[src/rssu_pkg.sv]
// shared types and constants of the rotate, shift and subtract unit
package rssu_pkg;

  // ==========================================================
  // widths and field positions
  localparam int DATA_W = 16;
  localparam int LIT_W = 14;
  localparam int IDX_W = 4;
  localparam int PROG_W = 24;
  localparam int AMT_W = 5;
  localparam int LIT10_W = 10;
  localparam int LIT5_W = 5;
  localparam int PROG_HI_MSB = 23;
  localparam int PROG_HI_LSB = 16;
  localparam int BYTE_W = 8;
  localparam int SIGN_BYTE_BIT = 7;
  localparam int NIBBLE_W = 4;
  localparam logic [IDX_W-1:0] DEFAULT_WORK_REG = 4'h0;

  // ==========================================================
  // timing counts, in cycles of clk_sys
  localparam int RET_CYCLES = 3;
  localparam int RET_SHORT_CYCLES = 2;
  localparam int TBL_CYCLES = 2;
  localparam logic [1:0] RET_WAIT = 2'(RET_CYCLES - 2);
  localparam logic [1:0] RET_SHORT_WAIT = 2'(RET_SHORT_CYCLES - 2);
  localparam logic [1:0] TBL_WAIT = 2'(TBL_CYCLES - 2);

  // ==========================================================
  // operations issued by the decoder
  typedef enum logic [4:0] {
    OP_NOP = 5'h00,
    OP_REPEAT_LIT = 5'h01,
    OP_REPEAT_REG = 5'h02,
    OP_RETURN_LIT = 5'h03,
    OP_ROTL_C = 5'h04,
    OP_ROTL = 5'h05,
    OP_ROTR_C = 5'h06,
    OP_ROTR = 5'h07,
    OP_SIGN_EXT = 5'h08,
    OP_SHL1 = 5'h09,
    OP_SHL_REG = 5'h0a,
    OP_SHL_LIT = 5'h0b,
    OP_BSUB_REG = 5'h0c,
    OP_BSUB_L10 = 5'h0d,
    OP_BSUB_L5 = 5'h0e,
    OP_RBSUB_REG = 5'h0f,
    OP_RBSUB_L5 = 5'h10,
    OP_TBL_UPPER = 5'h11
  } rssu_op_t;

  typedef enum logic [2:0] {
    ST_IDLE = 3'b001,
    ST_RET = 3'b010,
    ST_TBL = 3'b100
  } rssu_state_t;

  // ==========================================================
  // carriers
  typedef struct packed {
    rssu_op_t op;
    logic [DATA_W-1:0] base;
    logic [DATA_W-1:0] src;
    logic [LIT_W-1:0] lit;
    logic [IDX_W-1:0] dst;
    logic to_default_work_reg;
    logic short_ret;
  } rssu_req_t;

  typedef struct packed {
    logic wr;
    logic low_only;
    logic [IDX_W-1:0] dst;
    logic [DATA_W-1:0] data;
  } rssu_res_t;

  typedef struct packed {
    logic carry;
    logic digit_carry;
    logic negative;
    logic overflow;
    logic zero;
  } rssu_flags_t;

  localparam rssu_flags_t FLAGS_RESET = 5'h00;

endpackage : rssu_pkg

[src/rssu_sub_unit.sv]
// borrow subtractor: minuend - subtrahend - not carry
`timescale 1ns/1ps
module rssu_sub_unit (
  input wire logic [rssu_pkg::DATA_W-1:0] minuend,
  input wire logic [rssu_pkg::DATA_W-1:0] subtrahend,
  input wire logic carry_in,
  output logic [rssu_pkg::DATA_W-1:0] diff,
  output logic carry_out,
  output logic digit_carry,
  output logic overflow
);
  import rssu_pkg::*;

  logic [DATA_W:0] full;
  logic [NIBBLE_W:0] low;

  // ==========================================================
  // add the complement: carry out high means no borrow
  assign full = {1'b0, minuend} + {1'b0, ~subtrahend} + (DATA_W+1)'(carry_in);
  assign low = {1'b0, minuend[NIBBLE_W-1:0]}
             + {1'b0, ~subtrahend[NIBBLE_W-1:0]} + (NIBBLE_W+1)'(carry_in);
  assign diff = full[DATA_W-1:0];
  assign carry_out = full[DATA_W];
  assign digit_carry = low[NIBBLE_W];
  assign overflow = (minuend[DATA_W-1] ^ subtrahend[DATA_W-1])
                  & (full[DATA_W-1] ^ minuend[DATA_W-1]);

endmodule : rssu_sub_unit

[src/rssu_shift_unit.sv]
// rotates, sign extension and left shifts
`timescale 1ns/1ps
module rssu_shift_unit (
  input wire rssu_pkg::rssu_op_t op,
  input wire logic [rssu_pkg::DATA_W-1:0] value,
  input wire logic [rssu_pkg::AMT_W-1:0] amount,
  input wire logic carry_in,
  output logic [rssu_pkg::DATA_W-1:0] shifted,
  output logic carry_out,
  output logic overflow
);
  import rssu_pkg::*;

  // ==========================================================
  // one-place moves and the barrel shift
  always_comb begin
    shifted = value;
    carry_out = carry_in;
    overflow = 1'b0;
    case (op)
      OP_ROTL_C: begin
        shifted = {value[DATA_W-2:0], carry_in};
        carry_out = value[DATA_W-1];
      end
      OP_ROTL: shifted = {value[DATA_W-2:0], value[DATA_W-1]};
      OP_ROTR_C: begin
        shifted = {carry_in, value[DATA_W-1:1]};
        carry_out = value[0];
      end
      OP_ROTR: shifted = {value[0], value[DATA_W-1:1]};
      OP_SIGN_EXT: begin
        shifted = {{BYTE_W{value[SIGN_BYTE_BIT]}}, value[BYTE_W-1:0]};
        carry_out = ~value[SIGN_BYTE_BIT];
      end
      OP_SHL1: begin
        shifted = {value[DATA_W-2:0], 1'b0};
        carry_out = value[DATA_W-1];
        overflow = value[DATA_W-1] ^ value[DATA_W-2];
      end
      // amounts of sixteen or more clear the word
      OP_SHL_REG, OP_SHL_LIT: shifted = value << amount;
      default: shifted = value;
    endcase
  end

endmodule : rssu_shift_unit

[src/rssu_core.sv]
// rotate, shift and subtract execution unit with repeat and table read
`timescale 1ns/1ps
module rssu_core (
  input wire logic clk_sys,
  input wire logic rst,
  input wire logic req_valid,
  input wire rssu_pkg::rssu_req_t req,
  output logic req_ready,
  output rssu_pkg::rssu_res_t res,
  output rssu_pkg::rssu_flags_t flags,
  output logic rpt_hold,
  output logic [rssu_pkg::LIT_W-1:0] rpt_count,
  output logic prog_rd,
  output logic [rssu_pkg::DATA_W-1:0] prog_addr,
  input wire logic [rssu_pkg::PROG_W-1:0] prog_data,
  output logic ret_pop
);
  import rssu_pkg::*;

  // ==========================================================
  // decode helpers
  function automatic logic is_sub(input rssu_op_t op);
    is_sub = (op == OP_BSUB_REG) || (op == OP_BSUB_L10)
          || (op == OP_BSUB_L5) || (op == OP_RBSUB_REG)
          || (op == OP_RBSUB_L5);
  endfunction : is_sub

  function automatic logic is_repeat(input rssu_op_t op);
    is_repeat = (op == OP_REPEAT_LIT) || (op == OP_REPEAT_REG);
  endfunction : is_repeat

  function automatic logic is_single(input rssu_op_t op);
    is_single = is_sub(op) || ((op >= OP_ROTL_C) && (op <= OP_SHL_LIT));
  endfunction : is_single

  // which flags an operation may change
  function automatic rssu_flags_t flag_mask(input rssu_op_t op);
    flag_mask = 5'h00;
    case (op)
      OP_ROTL_C, OP_ROTR_C, OP_SIGN_EXT: flag_mask = 5'h15;
      OP_ROTL, OP_ROTR: flag_mask = 5'h05;
      OP_SHL1: flag_mask = 5'h17;
      OP_SHL_REG, OP_SHL_LIT: flag_mask = 5'h05;
      default: flag_mask = is_sub(op) ? 5'h1f : 5'h00;
    endcase
  endfunction : flag_mask

  // ==========================================================
  // datapath
  logic take;
  rssu_state_t state;
  logic [1:0] wait_left;
  logic [IDX_W-1:0] held_dst;
  logic [LIT10_W-1:0] held_lit;
  logic [DATA_W-1:0] sh_in;
  logic [AMT_W-1:0] sh_amt;
  logic [DATA_W-1:0] sh_out;
  logic sh_carry;
  logic sh_ovf;
  logic [DATA_W-1:0] sub_a;
  logic [DATA_W-1:0] sub_b;
  logic [DATA_W-1:0] sub_out;
  logic sub_carry;
  logic sub_dcarry;
  logic sub_ovf;
  logic [DATA_W-1:0] next_data;
  logic [IDX_W-1:0] next_dst;
  rssu_flags_t next_flags;
  rssu_flags_t mask;

  assign take = req_valid && req_ready;

  always_comb begin
    sh_in = req.src;
    sh_amt = req.lit[AMT_W-1:0];
    case (req.op)
      OP_SHL_REG: begin
        sh_in = req.base;
        sh_amt = req.src[AMT_W-1:0];
      end
      OP_SHL_LIT: sh_in = req.base;
      default: sh_in = req.src;
    endcase
  end

  always_comb begin
    sub_a = req.base;
    sub_b = req.src;
    case (req.op)
      OP_BSUB_L10: sub_b = DATA_W'(req.lit[LIT10_W-1:0]);
      OP_BSUB_L5: sub_b = DATA_W'(req.lit[LIT5_W-1:0]);
      OP_RBSUB_REG: begin
        sub_a = req.src;
        sub_b = req.base;
      end
      OP_RBSUB_L5: begin
        sub_a = DATA_W'(req.lit[LIT5_W-1:0]);
        sub_b = req.base;
      end
      default: sub_b = req.src;
    endcase
  end

  rssu_shift_unit u_shift (
    .op(req.op),
    .value(sh_in),
    .amount(sh_amt),
    .carry_in(flags.carry),
    .shifted(sh_out),
    .carry_out(sh_carry),
    .overflow(sh_ovf)
  );

  rssu_sub_unit u_sub (
    .minuend(sub_a),
    .subtrahend(sub_b),
    .carry_in(flags.carry),
    .diff(sub_out),
    .carry_out(sub_carry),
    .digit_carry(sub_dcarry),
    .overflow(sub_ovf)
  );

  always_comb begin
    mask = flag_mask(req.op);
    next_data = is_sub(req.op) ? sub_out : sh_out;
    // to_default_work_reg sends the result to DEFAULT_WORK_REG instead of dst
    next_dst = req.to_default_work_reg ? DEFAULT_WORK_REG : req.dst;
    next_flags.carry = is_sub(req.op) ? sub_carry : sh_carry;
    next_flags.digit_carry = sub_dcarry;
    next_flags.negative = next_data[DATA_W-1];
    next_flags.overflow = is_sub(req.op) ? sub_ovf : sh_ovf;
    next_flags.zero = (next_data == '0);
  end

  // ==========================================================
  // sequencer for the multi-cycle operations
  always_ff @(posedge clk_sys) begin
    if (rst) begin
      state <= ST_IDLE;
      wait_left <= 2'h0;
      req_ready <= 1'b1;
      held_dst <= '0;
      held_lit <= '0;
    end else begin
      case (state)
        ST_IDLE: begin
          if (take && req.op == OP_RETURN_LIT) begin
            state <= ST_RET;
            wait_left <= req.short_ret ? RET_SHORT_WAIT : RET_WAIT;
            req_ready <= 1'b0;
            held_dst <= req.dst;
            held_lit <= req.lit[LIT10_W-1:0];
          end else if (take && req.op == OP_TBL_UPPER) begin
            state <= ST_TBL;
            wait_left <= TBL_WAIT;
            req_ready <= 1'b0;
            held_dst <= req.dst;
          end
        end
        ST_RET, ST_TBL: begin
          if (wait_left == 2'h0) begin
            state <= ST_IDLE;
            req_ready <= 1'b1;
          end else begin
            wait_left <= wait_left - 2'h1;
          end
        end
        default: begin
          state <= ST_IDLE;
          req_ready <= 1'b1;
        end
      endcase
    end
  end

  // ==========================================================
  // result write port, one-cycle strobe
  always_ff @(posedge clk_sys) begin
    if (rst) begin
      res <= '0;
      ret_pop <= 1'b0;
    end else begin
      res.wr <= 1'b0;
      res.low_only <= 1'b0;
      ret_pop <= 1'b0;
      if (take && is_single(req.op)) begin
        res.wr <= 1'b1;
        res.dst <= next_dst;
        res.data <= next_data;
      end else if (state == ST_RET && wait_left == 2'h0) begin
        res.wr <= 1'b1;
        res.dst <= held_dst;
        res.data <= DATA_W'(held_lit);
        ret_pop <= 1'b1;
      end else if (state == ST_TBL && wait_left == 2'h0) begin
        res.wr <= 1'b1;
        res.low_only <= 1'b1;
        res.dst <= held_dst;
        res.data <= DATA_W'(prog_data[PROG_HI_MSB:PROG_HI_LSB]);
      end
    end
  end

  // ==========================================================
  // program memory read, address held until the next read
  always_ff @(posedge clk_sys) begin
    if (rst) begin
      prog_rd <= 1'b0;
      prog_addr <= '0;
    end else begin
      prog_rd <= take && req.op == OP_TBL_UPPER;
      if (take && req.op == OP_TBL_UPPER) begin
        prog_addr <= req.src;
      end
    end
  end

  // ==========================================================
  // status flags: only masked bits move
  always_ff @(posedge clk_sys) begin
    if (rst) begin
      flags <= FLAGS_RESET;
    end else if (take && is_single(req.op)) begin
      flags <= (flags & ~mask) | (next_flags & mask);
    end
  end

  // ==========================================================
  // repeat counter; the decoder reissues while rpt_hold is high
  always_ff @(posedge clk_sys) begin
    if (rst) begin
      rpt_count <= '0;
      rpt_hold <= 1'b0;
    end else if (take && req.op == OP_REPEAT_LIT) begin
      rpt_count <= req.lit;
      rpt_hold <= (req.lit != '0);
    end else if (take && req.op == OP_REPEAT_REG) begin
      rpt_count <= req.src[LIT_W-1:0];
      rpt_hold <= (req.src[LIT_W-1:0] != '0);
    end else if (take && rpt_count != '0) begin
      // a repeat nested in a repeat would restart the count instead
      rpt_count <= rpt_count - LIT_W'(1);
      rpt_hold <= (rpt_count != LIT_W'(1));
    end
  end
endmodule : rssu_core

[config.mk]
export PLATFORM = sky130hd
export DESIGN_NAME = rssu_core
export DESIGN_NICKNAME = d
export VERILOG_FILES = /design/src/rssu_pkg.sv /design/src/rssu_sub_unit.sv /design/src/rssu_shift_unit.sv /design/src/rssu_core.sv
export SDC_FILE = /design/constraint.sdc
export NUM_CORES = 1
export LEC_CHECK = 0
export ABC_CLOCK_PERIOD_IN_PS = 14000
export BUFFER_PORTS_ARGS = -buffer_cell sky130_fd_sc_hd__clkbuf_2
export CAP_MARGIN = 20
export CELL_PAD_IN_SITES_DETAIL_PLACEMENT = 0
export CELL_PAD_IN_SITES_GLOBAL_PLACEMENT = 1
export CORE_MARGIN = 10
export CORE_UTILIZATION = 45
export CTS_CLUSTER_SIZE = 20
export DETAILED_ROUTE_END_ITERATION = 8
export PLACE_DENSITY = 0.95
export SLEW_MARGIN = 30
export SYNTH_ARGS = -nofsm -noshare
export SYNTH_HDL_FRONTEND = slang
export SYNTH_HIERARCHICAL = 1
export SYNTH_SLANG_ARGS = --single-unit
[constraint.sdc]
create_clock -name clk_sys -period 14 [get_ports clk_sys]
set_input_delay 2.1 -clock clk_sys [delete_from_list [all_inputs] [get_ports clk_sys]]
set_output_delay 2.1 -clock clk_sys [all_outputs]
set_load 0.05 [all_outputs]
==> reports/results.tsv, run 1 <==
stage	metric	value	unit
timing	grt_setup_unrepaired	false	
timing	setup_total_negative_slack	0	ps
clocking	cts.hold.buffers_added	0	
synthesis	number_of_enable_flip_flop_cells_after_synthesis	0	
setup_path	cp.required	14270	ps
synthesis	synthXorXnorAreaFrac	3.275	%
final_layout	multiInputGateArea	0.004977	sq mm
clocking	post_cts_buffers	0	
hold_path	timing.hold.worst.class	reg2reg	
status	run_status	completed	
clocking	ctsResizeCount	0	
timing	layout_worst_path_cycle_share	47.80	%
synthesis	synth_top_family_by_area	compound AO/OA/AOI/OAI gates	
global_route	number_of_global_route_vias_before_repair	6654	
synthesis	yosysSeqAreaShare	22.74	%
placed_design	place_ws	7060	ps
setup_path	critical-path-max-stage-delay	590	ps
setup_path	critical_path.n_buffers_inverters	1	
timing	final.setup.worst_slack	7308	ps
placed_design	globalplace.congestion	0.9637	
power_and_ir_drop	sum_of_internal_switching_and_leakage_power	0.8194	mW
final_layout	count_of_nets_after_finishing	1039	
timing	worst_pin_slew	1009	ps
setup_path	critical_path.startpoint_type	input port	
detailed_routing	drc	0	
detailed_routing	detail_route.wirelength	23880	um
detailed_routing	number_of_nets_with_antenna_violations_after_detailed_routing	0	
final_layout	drive_gt1_share	23.30	%
global_route	grtUsageTotal	22.51	%
clocking	max-clock-path-buffers	2	
power_and_ir_drop	power.static_leakage	3.514	nW
die	floorplan.die_area	0.02083	sq mm
setup_path	crit_arrival	6960	ps
setup_path	timing.critical_path.cells	clkbuf_2 > and3b_1 > and3_1 > nand2b_1 > a22oi_1 > nand2_1 > fa_1 > fa_1 > nor2b_1 > o311ai_2 > a2111o_1 > o211ai_1 > xnor2_1 > nor4_1 > and4_1 > a21oi_1 > a211oi_1	
synthesis	yosys.cell_types.count	84	
clocking	clk-insertion-delay-late	350	ps
timing	skew	8.159	ps
detailed_routing	wl_per_cell	21.17	um
synthesis	post_synth_and_or_nand_nor_area_fraction	22.36	%
synthesis	area_share_of_fa_ha_maj_cells_after_synthesis	3.814	%
global_route	grt_first_pass_wirelength	37230	um
setup_path	timing.reg2reg.setup_slack	10570	ps
synthesis	synth_flop_cell	dfxtp_1	
synthesis	synthesis.area_per_instance	8.172	sq um
flow_run	max_cap_violations	0	
clocking	numClockSinks	79	
detailed_routing	drt_pass1_iterations	6	
setup_path	endpoint_kind	flip-flop	
setup_path	path_common_cell	fa_1	
final_layout	fin_util	52.38	%
timing	maxSlewHeadroom	32.05	%
timing	final_hold_slack	453.8	ps
timing	setup-violations-final	0	
global_route	globalRoute.totalOverflow	0	
die	die-height	144.3	um
die	start_util	45.91	%
global_route	grt_max_degree	55	
synthesis	synth_compound_gate_area_share	24.56	%
synthesis	synth-async-reset-ratio	0	%
synthesis	synth_area	0.006954	sq mm
clocking	tritoncts.num_buffers	9	
placed_design	buffer_ports.inserted	128	
synthesis	postSynthCellCount	851	
detailed_routing	detail_routed_via_count_per_cell	6.280	
final_layout	mostFrequentLayoutCells	clkbuf_2, nor2_1, nand2_1, dfxtp_1, mux2i_1	
die	row_count	45	
final_layout	layout.cells.most_common	clkbuf_2	
final_layout	areaGrowthSynthToFinish	14.09	%
detailed_routing	drt_iter0_markers	758	
detailed_routing	vias	7084	
clocking	ctsRootBufferMaster	clkbuf_16	
power_and_ir_drop	power_density	103.3	mW/mm^2
die	die_w	144.3	um
setup_path	path_max_fanout	28	
setup_path	cp_top_family	simple AND/OR/NAND/NOR gates	
global_route	initial_antenna_violation_count	0	
timing	max_freq	149.4	MHz
timing	drv_slew	0	
synthesis	ys_warn_count	6	
final_layout	fillerInstances	1507	
setup_path	worst_path_max_delay_cell	nand2b_1	
clocking	cts_tree	done	
final_layout	regArea	0.001582	sq mm
synthesis	post_synth_net_total	955	
final_layout	antenna_diode_count	0	
synthesis	yosys-mux-area-fraction	17.16	%
timing	final-hold-violation-count	0	
die	coreArea	0.01515	sq mm
clocking	htree_levels	3	
die	floorplan.io_pins	145	
clocking	cts.clk_slew.worst_paths	60	ps
placed_design	hpwl	18240	um
power_and_ir_drop	max-vdd-ir-drop	54.58	uV
synthesis	synth-seq-cells	79	
setup_path	worst-setup-path-type	in2reg	
timing	finalWorstPathRequiredPeriod	6692	ps
## worst register-to-register path: stages (launching register included)
cell,delay (ps)
dfxtp_1,450
inv_1,100
fa_1,470
fa_1,420
nor2b_1,240
o311ai_2,140
a2111o_1,400
o211ai_1,120
xnor2_1,140
nor4_1,290
and4_1,220
a21oi_1,110
a211oi_1,250
## metrics by stage
stage                     instance area, sq um  cells
final                                     7934   1128
after global routing                      7934   1128
after CTS                                 7934   1128
after detailed placement                  7622   1112
after global placement                    7614   1112
after floorplan                           6954    851
## registers in the layout, summed over array words and instances, names as in the netlist, 2 cells and up, named ones only
register   flops
state          3
rpt_count     14
res           22
prog_addr     16
wait_left      2
held_dst       4
held_lit      10
## synth_stat cells, types with 17 or more instances
library cell   n  area (sq um)
nor3_1        17         85.08
a221o_1       19         190.2
inv_1         34         127.6
dfxtp_1       79          1582
a21oi_1       30         150.1
nor4_1        17         106.4
ha_1          18         225.2
o21ai_0       22         110.1
clkbuf_1      35         131.4
nand2_1       87         326.6
a22oi_1       19         142.6
mux2_2        22         247.7
buf_2         20         100.1
mux2i_1       66         660.6
nor2_1        91         341.6
## metal layers
metal	GRT usage (%)	vias to the layer above	share of wire [%]
met5	0	-	0
met4	8.564	0	2.8
met3	3.706	43	6.8
met2	37.21	282	48
met1	28.66	3394	42
li1	-	3365	-
## area by class of cell
cell class | count | share of cell area (%)
multi-input cells | 675 | 62.73
clock inverters | 7 | 1.088
flip-flops and latches | 79 | 19.93
inverters | 34 | 1.609
clock buffers | 9 | 2.839
well taps | 188 | 2.965
repair buffers | 136 | 8.831
## worst paths after layout
path | startpoint | endpoint | cells after the start
setup / recovery | req[56] | flip-flop | 17
hold / removal | res[3]$_SDFFE_PP0P_ | res[3]$_SDFFE_PP0P_ | 1
setup reg to reg | flip-flop | flip-flop | 12
hold reg to reg | res[3]$_SDFFE_PP0P_ | res[3]$_SDFFE_PP0P_ | 1
## report_power, final
part	leakage [nW]	internal [mW]	switching, mW
Sequential	0.642	0.238	0.0160
Clock	0.151	0.143	0.106
Combinational	2.72	0.115	0.201
## cell families (layout without fill, tap and decap cells)
logic type      Yosys count  count (layout)
mux                     101             101
xor+xnor                 26              26
fa+ha+maj                20              20
buf+inv                  97             186
simple gates            313             313
flops                    79              79
compound gates          215             215
(Power assumes the default switching activity.)
==> run 2, diff against run 1 <==
- ABC_CLOCK_PERIOD_IN_PS: 14000 -> 5900
- CORE_UTILIZATION: 45 -> 37
- PLACE_DENSITY: 0.95 -> 0.85
- clock period: 14 -> 5.9 ns (I/O delays scaled with it)
==> run 2 against run 1 <==
Net effect: clock power rose by 150%; largest power group unchanged; sequential power rose by 140%; combinational power rose by 140%; highest routed layer unchanged.
==> reports/results.tsv, run 2 (synthesized netlist as in run 1, its figures left out) <==
stage	metric	value	unit
status	run_status	completed	
detailed_routing	vias	7106	
timing	max_freq	204.1	MHz
timing	grt_setup_unrepaired	false	
detailed_routing	met3RoutedLength	1659	um
detailed_routing	detail_route.wirelength	25180	um
final_layout	largest_register	res	
global_route	globalRoute.totalOverflow	0	
final_layout	largest_register_ff_count	22	
die	row_count	50	
detailed_routing	detail_routed_via_count_per_cell	6.027	
power_and_ir_drop	p_sw_share	38.88	%
final_layout	final_cells	1179	
detailed_routing	dr.max_layer_used	met4	
setup_path	cp.required	6160	ps
timing	setup_total_negative_slack	0	ps
clocking	tritoncts.num_buffers	9	
clocking	cts.clk_slew.worst_paths	70	ps
timing	skew	3.721	ps
timing	final-hold-violation-count	0	
final_layout	mostFrequentLayoutCells	clkbuf_2, nor2_1, nand2_1, dfxtp_1, mux2i_1	
timing	worst_pin_slew	759.8	ps
timing	final_hold_slack	456.8	ps
clocking	numClockSinks	79	
power_and_ir_drop	max-vdd-ir-drop	125.8	uV
clocking	ctsRootBufferMaster	clkbuf_16	
detailed_routing	drt_pass1_iterations	5	
power_and_ir_drop	intPower	1.215	mW
die	floorplan.io_pins	145	
clocking	ctsResizeCount	0	
power_and_ir_drop	switching_power	0.7729	mW
hold_path	worstHoldPathCells	1	
power_and_ir_drop	clkPwrFrac	31.0	%
final_layout	antenna_diode_count	0	
die	floorplan.die_area	0.02468	sq mm
clocking	post_cts_buffers	0	
placed_design	place_ws	690.7	ps
clocking	cts_tree	done	
timing	setup-violations-final	0	
timing	maxSlewHeadroom	49.35	%
global_route	grt_first_pass_wirelength	38670	um
detailed_routing	wl_per_cell	21.36	um
setup_path	crit_arrival	5160	ps
hold_path	worstHoldEndpoint	res[7]$_SDFFE_PP0P_	
clocking	cts.hold.buffers_added	0	
global_route	grtUsageTotal	19.60	%
timing	layout_worst_path_cycle_share	83.04	%
clocking	clk-insertion-delay-late	340	ps
placed_design	globalplace.congestion	0.9566	
power_and_ir_drop	power.static_leakage	3.553	nW
power_and_ir_drop	power_frac_comb	38.7	%
setup_path	endpoint_kind	flip-flop	
setup_path	ff2ff_path_depth	12	
final_layout	layout.cells.most_common	clkbuf_2	
detailed_routing	wl_met2	12020	um
die	coreArea	0.01858	sq mm
hold_path	worstHoldStart	res[7]$_SDFFE_PP0P_	
placed_design	numPlacedInstances	1163	
timing	final.setup.worst_slack	1001	ps
detailed_routing	number_of_nets_with_antenna_violations_after_detailed_routing	0	
power_and_ir_drop	power.share.sequential	30.3	%
setup_path	path_max_fanout	13	
die	die_w	157.1	um
setup_path	critical_path.startpoint_type	input port	
placed_design	buffer_ports.inserted	128	
final_layout	drive_gt1_share	23.70	%
detailed_routing	drc	0	
global_route	grt_max_degree	55	
setup_path	timing.reg2reg.setup_slack	2430	ps
global_route	number_of_global_route_vias_before_repair	6877	
final_layout	final_cell_area	0.008060	sq mm
clocking	max-clock-path-buffers	2	
placed_design	hpwl	19150	um
timing	finalWorstPathRequiredPeriod	4899	ps
final_layout	fin_util	43.38	%
detailed_routing	drt_iter0_markers	707	
power_and_ir_drop	sum_of_internal_switching_and_leakage_power	1.988	mW
detailed_routing	m1WireLength	10580	um
global_route	initial_antenna_violation_count	0	
timing	drv_slew	0	
clocking	htree_levels	3	
final_layout	top_regs	res (22), prog_addr (16), rpt_count (14)	
power_and_ir_drop	power_density	246.6	mW/mm^2
hold_path	timing.hold.worst.class	reg2reg	
final_layout	count_of_nets_after_finishing	1044	
final_layout	areaGrowthSynthToFinish	15.90	%
setup_path	worst-setup-path-type	in2reg	
die	start_util	37.43	%
placed_design	dpl-instance-area	0.007731	sq mm
die	die-height	157.1	um
flow_run	max_cap_violations	0	
[run 2: worst max-delay path, stage by stage]
cell and delay (ps):
clkbuf_2 220, or4b_4 610, nor2_1 380, nor3_1 120
nand2_1 100, nand2_1 60, fa_1 400, fa_1 420
nor2b_1 230, o311ai_2 140, a2111o_1 390, o211ai_1 120
xnor2_1 130, nor4_1 340, and4_1 250, a21oi_1 100
a211oi_1 240
[run 2: per-layer routing]
metal	vias up	GRT usage [%]
li1	3371	-
met1	3383	24.14
met2	298	32.36
met3	54	3.603
met4	0	9.350
met5	-	0
[run 2: power by group through the flow]
stage | logic, mW | registers (mW) | clock network, mW
after global placement | 0.750 | 0.613 | 0
after global routing | 0.826 | 0.609 | 0.644
after detailed placement | 0.753 | 0.614 | 0
final | 0.769 | 0.603 | 0.617
after CTS | 0.758 | 0.601 | 0.623
after floorplan | 0.456 | 0.706 | 0
[run 2: final cells by class]
type                       count  area (sq um)
timing repair buffer         141         750.7
inverter                      34         127.6
fill                        1893         10520
multi-input combinational    675          4987
clock inverter                 6         91.34
tap                          234         292.8
sequential                    79          1582
clock buffer                  10         229.0
[run 2: how the worst max path moves through the flow]
stage | start | depth (start not counted) | to | slack (ps)
CTS | req[54] | 17 | flip-flop | 1050
floorplan | req[55] | 20 | flip-flop | 1160
global route | req[55] | 18 | flip-flop | 800
detailed placement | req[55] | 17 | flip-flop | 690
finish | req[54] | 17 | flip-flop | 1000
global placement | req[55] | 17 | flip-flop | 730
